**src/hdl/cvq_pkg.sv**
```systemverilog
/*
 * Constants, line layout and the step encoding for the core voltage
 * identification qualifier.
 * Assumes a single 25 MHz clock domain and no software-visible registers.
 */
package cvq_pkg;

	// ----------------------------------------------------------------
	// Line layout
	// ----------------------------------------------------------------
	localparam int CVQ_MAIN_W = 4;
	localparam int CVQ_BSEL_W = 2;
	localparam int CVQ_STEP_W = 5;
	localparam int CVQ_LINE_W = 7;
	localparam int CVQ_HALF_BIT = 4;
	localparam int CVQ_BSEL_LSB = 5;
	localparam int CVQ_BSEL_MSB = 6;

	// ----------------------------------------------------------------
	// Encoding and reset values
	// ----------------------------------------------------------------
	localparam logic [3:0] CVQ_MAIN_BASE = 4'h4;
	localparam logic [6:0] CVQ_LINES_RELEASED = 7'h7f;
	localparam logic [6:0] CVQ_LINES_RST = 7'h00;

	// ----------------------------------------------------------------
	// Timing
	// ----------------------------------------------------------------
	localparam int CVQ_CLK_NS = 40;
	localparam int CVQ_SETTLE_NS = 1000;
	localparam int CVQ_SETTLE_CYC = (CVQ_SETTLE_NS + CVQ_CLK_NS - 1) / CVQ_CLK_NS;
	localparam int CVQ_CNT_W = 6;
	localparam logic [5:0] CVQ_CNT_ZERO = 6'h00;
	localparam logic [5:0] CVQ_CNT_ONE = 6'h01;
	localparam logic [5:0] CVQ_CNT_LAST = CVQ_CNT_W'(CVQ_SETTLE_CYC - 1);

	// ----------------------------------------------------------------
	// Sequencer states
	// ----------------------------------------------------------------
	typedef enum logic [2:0] {
		CVQ_ST_RELEASE = 3'h1,
		CVQ_ST_SETTLE = 3'h2,
		CVQ_ST_GOOD = 3'h4
	} cvq_state_t;

	// Maps a step count above 1.05 V in 25 mV units onto the line code.
	function automatic logic [4:0] cvq_encode(input logic [4:0] step, input logic half_tied);
		logic [3:0] main;
		logic half;
		main = CVQ_MAIN_BASE - step[4:1];
		half = step[0] & ~half_tied;
		return {half, main};
	endfunction : cvq_encode

endpackage : cvq_pkg

```
**src/hdl/cvq_line_if.sv**
```systemverilog
/*
 * Carries the requested line levels from the sequencer to the open-drain
 * pin stage.
 * Assumes both ends sit on the same clock.
 */
`timescale 1ns/1ns
`default_nettype none
interface cvq_line_if;
	logic [6:0] level;
	logic drive;

	modport src (output level, output drive);
	modport drv (input level, input drive);
endinterface : cvq_line_if
`default_nettype wire

```
**src/hdl/cvq_core.sv**
```systemverilog
/*
 * Core voltage identification qualifier: drives the five voltage code lines
 * and two bus speed lines open-drain, then raises the power-good qualifier
 * once they have stood stable for 24 clocks, one short of the 25-clock settle time.
 * Assumes one 25 MHz clock, a synchronous active-low reset and board pull-ups.
 */
`timescale 1ns/1ns
`default_nettype none
module cvq_core (
	// Clock and reset
	input wire logic clk,
	input wire logic rst_n,
	// Request from the core
	input wire logic code_valid,
	input wire logic [4:0] level_step,
	input wire logic [1:0] bus_speed_select,
	input wire logic half_step_tied,
	// Code and bus speed pins
	input wire logic [6:0] code_line_i,
	output logic [6:0] code_line_o,
	output logic [6:0] code_line_oe,
	// Qualifier pin
	output logic termination_power_good,
	// Status to the core
	output logic code_locked,
	output logic line_fault
);
	// ----------------------------------------------------------------
	// State
	// ----------------------------------------------------------------
	cvq_pkg::cvq_state_t state_r;
	cvq_pkg::cvq_state_t state_nxt;
	logic [5:0] cnt_r;
	logic [5:0] cnt_nxt;
	logic [6:0] code_r;
	logic [6:0] code_nxt;
	logic good_r;
	logic good_nxt;
	logic locked_r;
	logic fault_r;
	logic fault_nxt;
	logic [6:0] sync1_r;
	logic [6:0] sync2_r;

	cvq_line_if lines ();

	// ----------------------------------------------------------------
	// Decoding
	// ----------------------------------------------------------------
	wire logic [4:0] vid_code;
	wire logic [6:0] req_code;
	wire logic settle_done;
	wire logic in_release;
	wire logic in_settle;
	wire logic in_good;
	wire logic line_mismatch;

	assign vid_code = cvq_pkg::cvq_encode(level_step, half_step_tied);
	assign req_code = {bus_speed_select, vid_code};
	assign settle_done = (cnt_r == cvq_pkg::CVQ_CNT_LAST);
	assign in_release = (state_r == cvq_pkg::CVQ_ST_RELEASE);
	assign in_settle = (state_r == cvq_pkg::CVQ_ST_SETTLE);
	assign in_good = (state_r == cvq_pkg::CVQ_ST_GOOD);
	assign line_mismatch = good_r & (sync2_r != code_r);

	assign lines.level = code_r;
	assign lines.drive = ~in_release;

	// ----------------------------------------------------------------
	// Sequencer
	// ----------------------------------------------------------------
	always_comb begin
		state_nxt = state_r;
		cnt_nxt = cnt_r;
		code_nxt = code_r;
		good_nxt = good_r;
		case (state_r)
			cvq_pkg::CVQ_ST_RELEASE: begin
				good_nxt = 1'b0;
				cnt_nxt = cvq_pkg::CVQ_CNT_ZERO;
				if (code_valid) begin
					code_nxt = req_code;
					state_nxt = cvq_pkg::CVQ_ST_SETTLE;
				end
			end
			cvq_pkg::CVQ_ST_SETTLE: begin
				if (!code_valid) begin
					state_nxt = cvq_pkg::CVQ_ST_RELEASE;
				end else if (settle_done) begin
					good_nxt = 1'b1;
					state_nxt = cvq_pkg::CVQ_ST_GOOD;
				end else begin
					cnt_nxt = cnt_r + cvq_pkg::CVQ_CNT_ONE;
				end
			end
			cvq_pkg::CVQ_ST_GOOD: begin
				if (!code_valid) begin
					good_nxt = 1'b0;
					state_nxt = cvq_pkg::CVQ_ST_RELEASE;
				end
			end
			default: begin
				good_nxt = 1'b0;
				state_nxt = cvq_pkg::CVQ_ST_RELEASE;
			end
		endcase
	end

	assign fault_nxt = fault_r | line_mismatch;

	always_ff @(posedge clk) begin
		if (!rst_n) begin
			state_r <= cvq_pkg::CVQ_ST_RELEASE;
			cnt_r <= cvq_pkg::CVQ_CNT_ZERO;
			code_r <= cvq_pkg::CVQ_LINES_RELEASED;
			good_r <= 1'b0;
			locked_r <= 1'b0;
			fault_r <= 1'b0;
		end else begin
			state_r <= state_nxt;
			cnt_r <= cnt_nxt;
			code_r <= code_nxt;
			good_r <= good_nxt;
			locked_r <= ~(state_nxt == cvq_pkg::CVQ_ST_RELEASE);
			fault_r <= fault_nxt;
		end
	end

	// ----------------------------------------------------------------
	// Pin readback synchroniser
	// ----------------------------------------------------------------
	always_ff @(posedge clk) begin
		if (!rst_n) begin
			sync1_r <= cvq_pkg::CVQ_LINES_RST;
			sync2_r <= cvq_pkg::CVQ_LINES_RST;
		end else begin
			sync1_r <= code_line_i;
			sync2_r <= sync1_r;
		end
	end

	// ----------------------------------------------------------------
	// Pin stage
	// ----------------------------------------------------------------
	cvq_od_drive u_drive (
		.clk(clk),
		.rst_n(rst_n),
		.lines(lines),
		.line_o(code_line_o),
		.line_oe(code_line_oe)
	);

	assign termination_power_good = good_r;
	assign code_locked = locked_r;
	assign line_fault = fault_r;

	wire logic unused_states;
	assign unused_states = in_settle | in_good;

endmodule : cvq_core
`default_nettype wire

```
**src/hdl/cvq_od_drive.sv**
```systemverilog
/*
 * Open-drain pin stage: a line pulls low only where its level is zero.
 * Assumes the board pull-up lifts every released line.
 */
`timescale 1ns/1ns
`default_nettype none
module cvq_od_drive (
	// Clock and reset
	input wire logic clk,
	input wire logic rst_n,
	// Requested levels
	cvq_line_if.drv lines,
	// Pins
	output logic [6:0] line_o,
	output logic [6:0] line_oe
);
	// ----------------------------------------------------------------
	// Per-line drivers
	// ----------------------------------------------------------------
	wire logic [6:0] pull_low;

	genvar gi;
	generate
		for (gi = 0; gi < cvq_pkg::CVQ_LINE_W; gi++) begin : g_line
			assign pull_low[gi] = lines.drive & ~lines.level[gi];
		end
	endgenerate

	always_ff @(posedge clk) begin
		if (!rst_n) begin
			line_oe <= cvq_pkg::CVQ_LINES_RST;
			line_o <= cvq_pkg::CVQ_LINES_RST;
		end else begin
			line_oe <= pull_low;
			line_o <= cvq_pkg::CVQ_LINES_RST;
		end
	end

endmodule : cvq_od_drive
`default_nettype wire

```
**config.mk**
```make
export PLATFORM = sky130hd
export DESIGN_NAME = cvq_core
export DESIGN_NICKNAME = d
export VERILOG_FILES = /design/src/hdl/cvq_pkg.sv /design/src/hdl/cvq_line_if.sv /design/src/hdl/cvq_core.sv /design/src/hdl/cvq_od_drive.sv
export SDC_FILE = /design/constraint.sdc
export NUM_CORES = 1
export LEC_CHECK = 0
export ABC_AREA = 1
export BUFFER_PORTS_ARGS = -buffer_cell sky130_fd_sc_hd__buf_2
export CAP_MARGIN = 20
export CORE_ASPECT_RATIO = 1.2
export CORE_MARGIN = 4
export CORE_UTILIZATION = 53
export CTS_CLUSTER_DIAMETER = 120
export DETAILED_ROUTE_END_ITERATION = 7
export MAX_ROUTING_LAYER = met4
export PLACE_DENSITY = 0.85
export SLEW_MARGIN = 40
export SYNTH_ARGS = -nofsm -noshare
export SYNTH_HDL_FRONTEND = slang
export SYNTH_SLANG_ARGS = --single-unit
```
**constraint.sdc**
```tcl
create_clock -name clk -period 1.3 [get_ports clk]
set_input_delay 0.13 -clock clk [delete_from_list [all_inputs] [get_ports clk]]
set_output_delay 0.13 -clock clk [all_outputs]
set_load 0.01 [all_outputs]
```
==> impl_metrics.yaml, run 1 <==
status:
  status: "completed"
critical_path:
  cp-start-kind: "flop"
  worst-path-max-fanout: 5
  crit_required_ns: 1.59
  arrival_ns: 1.54
  crit_type: "reg -> reg"
  cp-end-kind: "flop"
die:
  ios: 35
  start_util_pct: 55.1
  die-area_mm2: 0.00418
  fp-row-count: 22
  die_h_um: 70
  die_w_um: 59.7
  core_mm2: 0.00308
sta:
  fin_skew_ns: 0.00801
  fin_crit_ns: 1.25
  hold-worst-slack_ns: 0.0148
  finalSetupViolCount: 0
  fmax_ghz: 0.800
  fin_crit_sh_pct: 96.1
  slew_violations: 0
  hold_viol: 0
  worst_slack_ns: 0.0502
  tns_ns: 0
logic_synthesis:
  yosys_warnings: 0
  synth.distinct_cells: 24
  synthTopCellsByArea: "dfxtp_1 (47%), nand2_1 (12%), inv_1 (9.3%)"
  yosysTopAreaCell: "dfxtp_1"
  synthArstFlopShare_pct: 0
  yosys.area_share.simple_pct: 26.0
  synthFlopType: "dfxtp_1"
  syn_inst: 229
  synth_edf_count: 0
  synth_fa_ha_area_share_pct: 2.21
  synthTopCellsByCount: "nand2_1 (56), inv_1 (42), dfxtp_1 (40)"
  synth_top_family_by_area: "simple AND/OR/NAND/NOR gates"
  synth_most_common_cell: "nand2_1"
  synth.top_cell.area_share_pct: 47.2
  synth_compound_area_share_pct: 7.96
  ys_seq_area_share_pct: 47.2
  synth_xor_area_share_pct: 1.03
  synth.area.mux_share_pct: 0
  syn_avg_cell_area_um2: 7.41
  ys_seq_elements: 40
  synthesis.area_mm2: 0.00170
routing:
  drtPass1Iterations: 4
  drc: 0
  drt_iter0_drc: 34
  wire_per_inst_um: 10.8
  final_antenna_net_count: 0
  routed-via-count: 1442
  wl_um: 3330
  viasPerCell: 4.68
pwr:
  power_density_mw_per_mm2: 1140
  ir_drop_mv: 1.30
  p_leak_nw: 1.09
placement:
  gp_congestion: 0.861
  dpl.hpwl_um: 2220
  place_area_mm2: 0.00185
  pre_cts_ws_ns: -0.00994
  portBuffers: 27
global_route:
  grt_start_max_net_pins: 19
  grt_pass1_vias: 1243
  grt.total_usage_pct: 16.7
  grt_overflow: 0
  antenna_found_initial: 0
  grt_pass1_wl_um: 5190
worst_hold_path:
  hp-class: "in -> reg"
cells_and_area:
  n_fill_cell: 259
  fin_util_pct: 67.3
  drive_above_1_share_pct: 25.7
  regArea_um2: 811
  area_delta_synth_final_pct: 22.3
  final_nets: 292
  fin_area_mm2: 0.00208
  antenna_cells: 0
  multi_input_area_um2: 689
clocking:
  cts_buffer_depth: 2
  root_buffer: "clkbuf_4"
  cts_buffers: 5
  cts_sinks: 40
  cts_tree: "done"
  path_clk_slew_ns: 0.12
  cts-htree-levels: 2
  worst_skew_pair.late_latency_ns: 0.35
run:
  drv_cap: 0
## cell usage in the layout, fill, tap and decap left out, types with 4 or more instances in the layout
master / count
a21oi_1: 8
a21oi_2: 4
buf_2: 27
buf_4: 5
clkbuf_4: 5
conb_1: 7
dfxtp_1: 36
dlygate4sd3_1: 9
inv_1: 41
inv_2: 8
nand2_1: 56
nand3_1: 11
nand4_1: 5
nor2_1: 16
nor2_2: 4
o211ai_1: 4
o21ai_1: 4
## power by group
| part | total [W] | leakage (nW) | switching, W | internal [W] |
|---|---|---|---|---|
| registers | 0.00131 | 0.331 | 0.0000302 | 0.00127 |
| logic | 0.000256 | 0.722 | 0.000150 | 0.000107 |
| clock network | 0.000808 | 0.0412 | 0.000407 | 0.000401 |
## kinds of logic (layout without fill, tap and decap cells)
kind of cell,after synthesis,in the layout
AO/OA/AOI/OAI,22,22
XOR/XNOR,2,2
adder cells (fa/ha/maj),3,3
buffers and inverters,62,99
flip-flops,40,40
other,1,7
AND/OR/NAND/NOR,99,99
## layout make-up
| class | count | share of cell area [%] |
|---|---|---|
| Clock buffer | 5 | 1.81 |
| Timing Repair Buffer | 41 | 12.7 |
| Multi-Input combinational cell | 133 | 33.2 |
| Sequential cell | 40 | 39.1 |
| Inverter | 50 | 9.04 |
| Tap cell | 36 | 2.17 |
| Clock inverter | 3 | 2.05 |
## registers in the layout, indices dropped and copies added, names as in the netlist
name,cells
u_drive.line_oe,7
termination_power_good,1
sync2_r,7
cnt_r,6
state_r,3
code_locked,1
line_fault,1
sync1_r,7
code_r,7
## critical path, cell delays in order, from the launching register on
cell and delay (ns):
dfxtp_4 0.39, ha_2 0.21, nand3_1 0.09, nand2_1 0.07, nand2_1 0.06, nor2_2 0.11, nand3_1 0.12, a21oi_2 0.14
## routing by layer
| layer | GRT usage, % | up-vias | share of wire (%) |
|---|---|---|---|
| li1 | - | 758 | - |
| met1 | 17.7 | 630 | 40 |
| met2 | 26.9 | 41 | 51 |
| met3 | 6.84 | 13 | 5.6 |
| met4 | 6.90 | 0 | 3.1 |
| met5 | - | - | 0 |
## metrics by stage
step                      instances  power, W
after floorplan                 235   0.00150
after global placement          289   0.00156
after detailed placement        289   0.00156
after CTS                       307   0.00238
after global routing            308   0.00248
final                           308   0.00237
## repair_timing
action	CTS	global route
endpoints found under the hold margin	9	0
setup endpoints to repair	4	5
pin swaps	0	5
setup buffers	1	1
gates resized for setup	4	10
hold buffers	9	0
## final timing paths
check                   from          to  slack (ns)  cells after the start
setup / recovery    cnt_r[0]    cnt_r[4]        0.05                      7
hold / removal    code_valid  state_r[0]        0.01                      2
setup reg to reg    cnt_r[0]    cnt_r[4]        0.05                      7
hold reg to reg   sync1_r[6]  sync2_r[6]        0.42                      2
No activity file was read; power rests on OpenSTA's default activity.
==> inputs of run 2 (changes only) <==
--- a/config.mk
+++ b/config.mk
@@ -5,7 +5,6 @@
 export SDC_FILE = /design/constraint.sdc
 export NUM_CORES = 1
 export LEC_CHECK = 0
-export ABC_AREA = 1
 export BUFFER_PORTS_ARGS = -buffer_cell sky130_fd_sc_hd__buf_2
 export CAP_MARGIN = 20
 export CORE_ASPECT_RATIO = 1.2
==> impl_metrics.yaml, run 2 <==
status:
  status: "finished with violations"
  violations: "negative setup slack"
critical_path:
  cp-end-kind: "flop"
  crit_top_cell: "buf_6"
  critPathBufInv: 3
  cpLargestDelayFamily: "flip-flops"
  path_cells: "inv_2, ha_4, nand4b_4, buf_6, buf_6, o211ai_1, a21oi_1"
  crit_required_ns: 1.53
  worst_path_max_delay_cell: "dfxtp_2"
  worst-path-max-fanout: 3
  crit_type: "reg -> reg"
  arrival_ns: 1.59
  slowest_delay_ns: 0.35
  cp-start-kind: "flop"
cells_and_area:
  final_common_cell: "dfxtp_1"
  drive_above_1_share_pct: 30.1
  layout_common_cells: "dfxtp_1 (36), buf_2 (27), and2_1 (14), nand2_1 (10), dlygate4sd3_1 (10)"
  final_nets: 229
  area_delta_synth_final_pct: 26.0
  n_fill_cell: 212
  fin_util_pct: 72.0
  antenna_cells: 0
  final_cell_count_no_fill: 243
sta:
  tns_ns: -0.174
  worst_slack_ns: -0.0596
  hold-worst-slack_ns: 0.0762
  fin_crit_ns: 1.36
  rsz0062_at_grt: "yes"
  finalSetupViolCount: 4
  fin_crit_sh_pct: 105
  hold_viol: 0
  slew_violations: 0
  fin_skew_ns: 0.00942
  fmax_ghz: 0.736
routing:
  routed-via-count: 1281
  drt_iter0_drc: 40
  viasPerCell: 5.27
  final_antenna_net_count: 0
  drtPass1Iterations: 4
  drc: 0
  wire_per_inst_um: 14.7
  wl_um: 3570
pwr:
  p_sw_share_pct: 23.1
  comb_power_share_pct: 10.4
  p_int_w: 0.00186
  power_density_mw_per_mm2: 1170
  ir_drop_mv: 1.19
  p_leak_nw: 0.915
  p_sw_w: 0.000559
  clockPowerShare_pct: 35.4
  seqPwrFrac_pct: 54.3
logic_synthesis:
  syn_avg_cell_area_um2: 10.0
  ys_seq_elements: 40
  synthesis.area_mm2: 0.00164
  yosysTopAreaCell: "dfxtp_1"
  synthTopCellsByCount: "dfxtp_1 (40), and2_1 (14), nand2_1 (10)"
  synthFlopType: "dfxtp_1"
  yosys_warnings: 0
  syn_inst: 163
  ys_seq_area_share_pct: 49.0
  synthTopCellsByArea: "dfxtp_1 (49%), and2_1 (5.4%), mux2i_1 (4.9%)"
  synth_most_common_cell: "dfxtp_1"
  synth.top_cell.area_share_pct: 49.0
  synth.distinct_cells: 37
  synthArstFlopShare_pct: 0
  synth_edf_count: 0
placement:
  place_inst: 222
  dpl.hpwl_um: 2370
  portBuffers: 27
  gp_congestion: 0.796
  pre_cts_ws_ns: -0.112
die:
  core_mm2: 0.00286
  die_w_um: 58.7
  start_util_pct: 57.1
  ios: 35
  fp-row-count: 21
  die_h_um: 68.9
  die-area_mm2: 0.00404
clocking:
  cts-htree-levels: 2
  cts_tree: "done"
  path_clk_slew_ns: 0.11
  cts_buffers: 5
  root_buffer: "clkbuf_4"
  worst_skew_pair.late_latency_ns: 0.34
  cts_buffer_depth: 2
  cts_sinks: 40
run:
  drv_cap: 0
global_route:
  grt_overflow: 0
  grt_pass1_wl_um: 5520
  antenna_found_initial: 0
  grt_start_max_net_pins: 24
  grt.total_usage_pct: 19.3
  grt_pass1_vias: 1230
worst_hold_path:
  hp-class: "in -> reg"
-- run 2: changes by cell type in the layout (fill, tap and decap cells not counted), sizes merged, moves of 5 or more --
cell    delta
nand3b     +5
buf        +6
inv       -42
nor2      -12
mux2i      +8
nand2     -49
nand3      -9
and2      +14
a21oi      -7
xor2       +8
-- run 2: power by group through the flow --
stage | logic, W | registers (W) | clock network [W]
final | 0.000251 | 0.00131 | 0.000856
after global routing | 0.000277 | 0.00132 | 0.000938
after CTS | 0.000242 | 0.00131 | 0.000879
after detailed placement | 0.000218 | 0.00134 | 0
after global placement | 0.000204 | 0.00134 | 0
after floorplan | 0.000171 | 0.00133 | 0
-- run 2: cell type report --
| cell class | count | area [um2] | area share (%) |
|---|---|---|---|
| Clock buffer | 6 | 51.3 | 2.49 |
| Clock inverter | 2 | 38.8 | 1.88 |
| Inverter | 7 | 26.3 | 1.28 |
| Multi-Input combinational cell | 106 | 771 | 37.4 |
| Sequential cell | 40 | 806 | 39.1 |
| Tap cell | 34 | 42.5 | 2.06 |
| Timing Repair Buffer | 48 | 325 | 15.8 |
-- run 2: worst paths after layout --
check	startpoint	endpoint	slack, ns	cells past startpoint
min reg2reg	sync1_r[5]	sync2_r[5]	0.45	1
min	code_valid	state_r[2]	0.08	3
max reg2reg	cnt_r[0]	state_r[1]	-0.06	7
max	cnt_r[0]	state_r[1]	-0.06	7
-- run 2: metrics by stage --
step / area, um2 / power (W)
CTS: 2020 / 0.00243
global route: 2060 / 0.00253
floorplan: 1670 / 0.00150
global placement: 1810 / 0.00154
finish: 2060 / 0.00242
detailed placement: 1810 / 0.00156
-- run 2: routing by layer --
layer	global-route usage (%)	vias up	share of wire [%]	wire length [um]
li1	-	622	-	-
met1	19.8	604	39	1380
met2	33.5	45	53	1900
met3	6.33	10	6.2	223
met4	8.78	0	2.1	76
met5	-	-	0	0
-- run 2: kinds of logic after synthesis --
group / share of synthesized area [%]
compound gates: 7.80
xor+xnor: 5.36
fa+ha+maj: 2.30
buf+inv: 7.88
flops: 49.0
mux: 4.90
other cells: 0.229
simple gates: 22.6
-- run 2: repair_timing --
item,CTS,global route
hold buffers,8,2
setup endpoints to repair,15,8
pin swaps,3,3
buffers inserted,2,1
gates resized for setup,8,5
hold endpoints to repair,8,2
cloned,0,0
-- run 2: tightest hold or removal path: stages --
cell,delay (ns)
buf_2,0.14
inv_1,0.07
a211oi_2,0.03
==> inputs of run 3 (changes only) <==
--- a/config.mk
+++ b/config.mk
@@ -9,11 +9,11 @@
 export CAP_MARGIN = 20
 export CORE_ASPECT_RATIO = 1.2
 export CORE_MARGIN = 4
-export CORE_UTILIZATION = 53
+export CORE_UTILIZATION = 45
 export CTS_CLUSTER_DIAMETER = 120
 export DETAILED_ROUTE_END_ITERATION = 7
 export MAX_ROUTING_LAYER = met4
-export PLACE_DENSITY = 0.85
+export PLACE_DENSITY = 0.75
 export SLEW_MARGIN = 40
 export SYNTH_ARGS = -nofsm -noshare
 export SYNTH_HDL_FRONTEND = slang
==> impl_metrics.yaml, run 3 (synthesis gave the netlist of run 2 again) <==
global_route:
  grt.total_usage_pct: 14.5
  grt_start_max_net_pins: 21
  grt_overflow: 0
  antenna_found_initial: 0
  grt_pass1_vias: 1181
  grt_pass1_wl_um: 5060
cells_and_area:
  fin_util_pct: 57.8
  drive_above_1_share_pct: 30.0
  regArea_um2: 805
  area_delta_synth_final_pct: 21.0
  final_nets: 220
  n_fill_cell: 289
  antenna_cells: 0
  final_common_cell: "dfxtp_1"
  multi_input_area_um2: 758
  layout_common_cells: "dfxtp_1 (37), buf_2 (27), and2_1 (14), buf_4 (11), nand2_1 (10)"
clocking:
  worst_skew_pair.late_latency_ns: 0.29
  root_buffer: "clkbuf_8"
  cts_sinks: 40
  cts_buffers: 5
  path_clk_slew_ns: 0.08
  cts_buffer_depth: 2
  cts_tree: "done"
  cts-htree-levels: 2
placement:
  gp_congestion: 0.837
  portBuffers: 27
  dpl.hpwl_um: 2150
routing:
  routed-via-count: 1173
  drt_iter0_drc: 77
  viasPerCell: 4.95
  drtPass1Iterations: 6
  wire_per_inst_um: 12.1
  wl_um: 2860
  drc: 0
  final_antenna_net_count: 0
die:
  start_util_pct: 47.8
  core_mm2: 0.00342
  die-area_mm2: 0.00467
  die_h_um: 74.0
  die_w_um: 63.0
  ios: 35
  fp-row-count: 23
sta:
  finalSetupViolCount: 0
  slew_violations: 0
  fin_crit_ns: 1.29
  hold-worst-slack_ns: 0.0355
  rsz0062_at_grt: "yes"
  fin_skew_ns: 0.00414
  fmax_ghz: 0.772
  fin_crit_sh_pct: 99.6
  hold_viol: 0
  tns_ns: 0
pwr:
  p_sw_w: 0.000580
  p_sw_share_pct: 22.9
  ir_drop_mv: 0.888
  comb_power_share_pct: 8.8
  clockPowerShare_pct: 39.7
  power_w: 0.00254
  power_density_mw_per_mm2: 1280
  p_int_w: 0.00196
  p_leak_nw: 0.883
  seqPwrFrac_pct: 51.6
run:
  drv_cap: 0
critical_path:
  arrival_ns: 1.51
  crit_required_ns: 1.52
  worst-path-max-fanout: 4
  crit_type: "reg -> reg"
  cp-start-kind: "flop"
  cp-end-kind: "flop"
worst_hold_path:
  hp-class: "in -> reg"
status:
  status: "completed"
==> run 3: cell count changes in the layout (fill, tap and decap cells not counted), sizes merged <==
cell,change
clkbuf,-1
clkinv,-1
clkinvlp,+1
inv,+1
buf,+1
dlygate4sd3,-10
==> run 3: per-layer routing <==
metal / track usage, % / wire length [um]
met1: 14.3 / 1190
met2: 25.8 / 1450
met3: 5.44 / 163
met4: 5.88 / 55
met5: - / 0
==> run 3: worst paths after layout <==
| kind | slack, ns | cells past startpoint | endpoint | start |
|---|---|---|---|---|
| worst max register to register | 0.005 | 5 | state_r[2] | cnt_r[1] |
| worst min register to register | 0.44 | 1 | sync2_r[2] | sync1_r[2] |
| worst max-delay path | 0.005 | 5 | state_r[2] | cnt_r[1] |
| worst min-delay path | 0.04 | 2 | sync1_r[6] | code_line_i[6] |
==> run 3: final cells by class <==
type,instances,area share (%)
clock buffers,5,3.48
well taps,37,2.34
repair buffers,39,11.6
clock inverters,3,2.34
multi-input cells,106,38.3
inverters,7,1.33
flip-flops and latches,40,40.6
==> run 3: power groups by stage <==
stage | Clock, W | Sequential [W] | Combinational (W)
after floorplan | 0 | 0.00133 | 0.000171
after global placement | 0 | 0.00133 | 0.000213
after detailed placement | 0 | 0.00134 | 0.000221
after CTS | 0.00104 | 0.00131 | 0.000223
after global routing | 0.00109 | 0.00132 | 0.000251
final | 0.00101 | 0.00131 | 0.000222
==> run 3: metrics by stage <==
step | setup WS [ns] | cell area, um2 | std cells
after floorplan | 0.00808 | 1670 | 169
after global placement | 0.0153 | 1820 | 226
after detailed placement | -0.0169 | 1820 | 226
after CTS | -0.00387 | 1970 | 237
after global routing | -0.0748 | 1980 | 237
final | 0.00519 | 1980 | 237
==> run 3: timing repair <==
item / in CTS / in global routing
pin swaps: 3 / 5
setup endpoints to repair: 2 / 8
buffers inserted: 3 / 1
cloned: 0 / 0
hold buffers: 0 / 0
gates resized for setup: 4 / 3
==> run 3: critical path: stages, from the launching register on <==
cell	delay (ns)
dfxtp_2	0.33
inv_2	0.06
ha_4	0.13
nand4b_4	0.12
or3b_1	0.40
a211oi_2	0.17
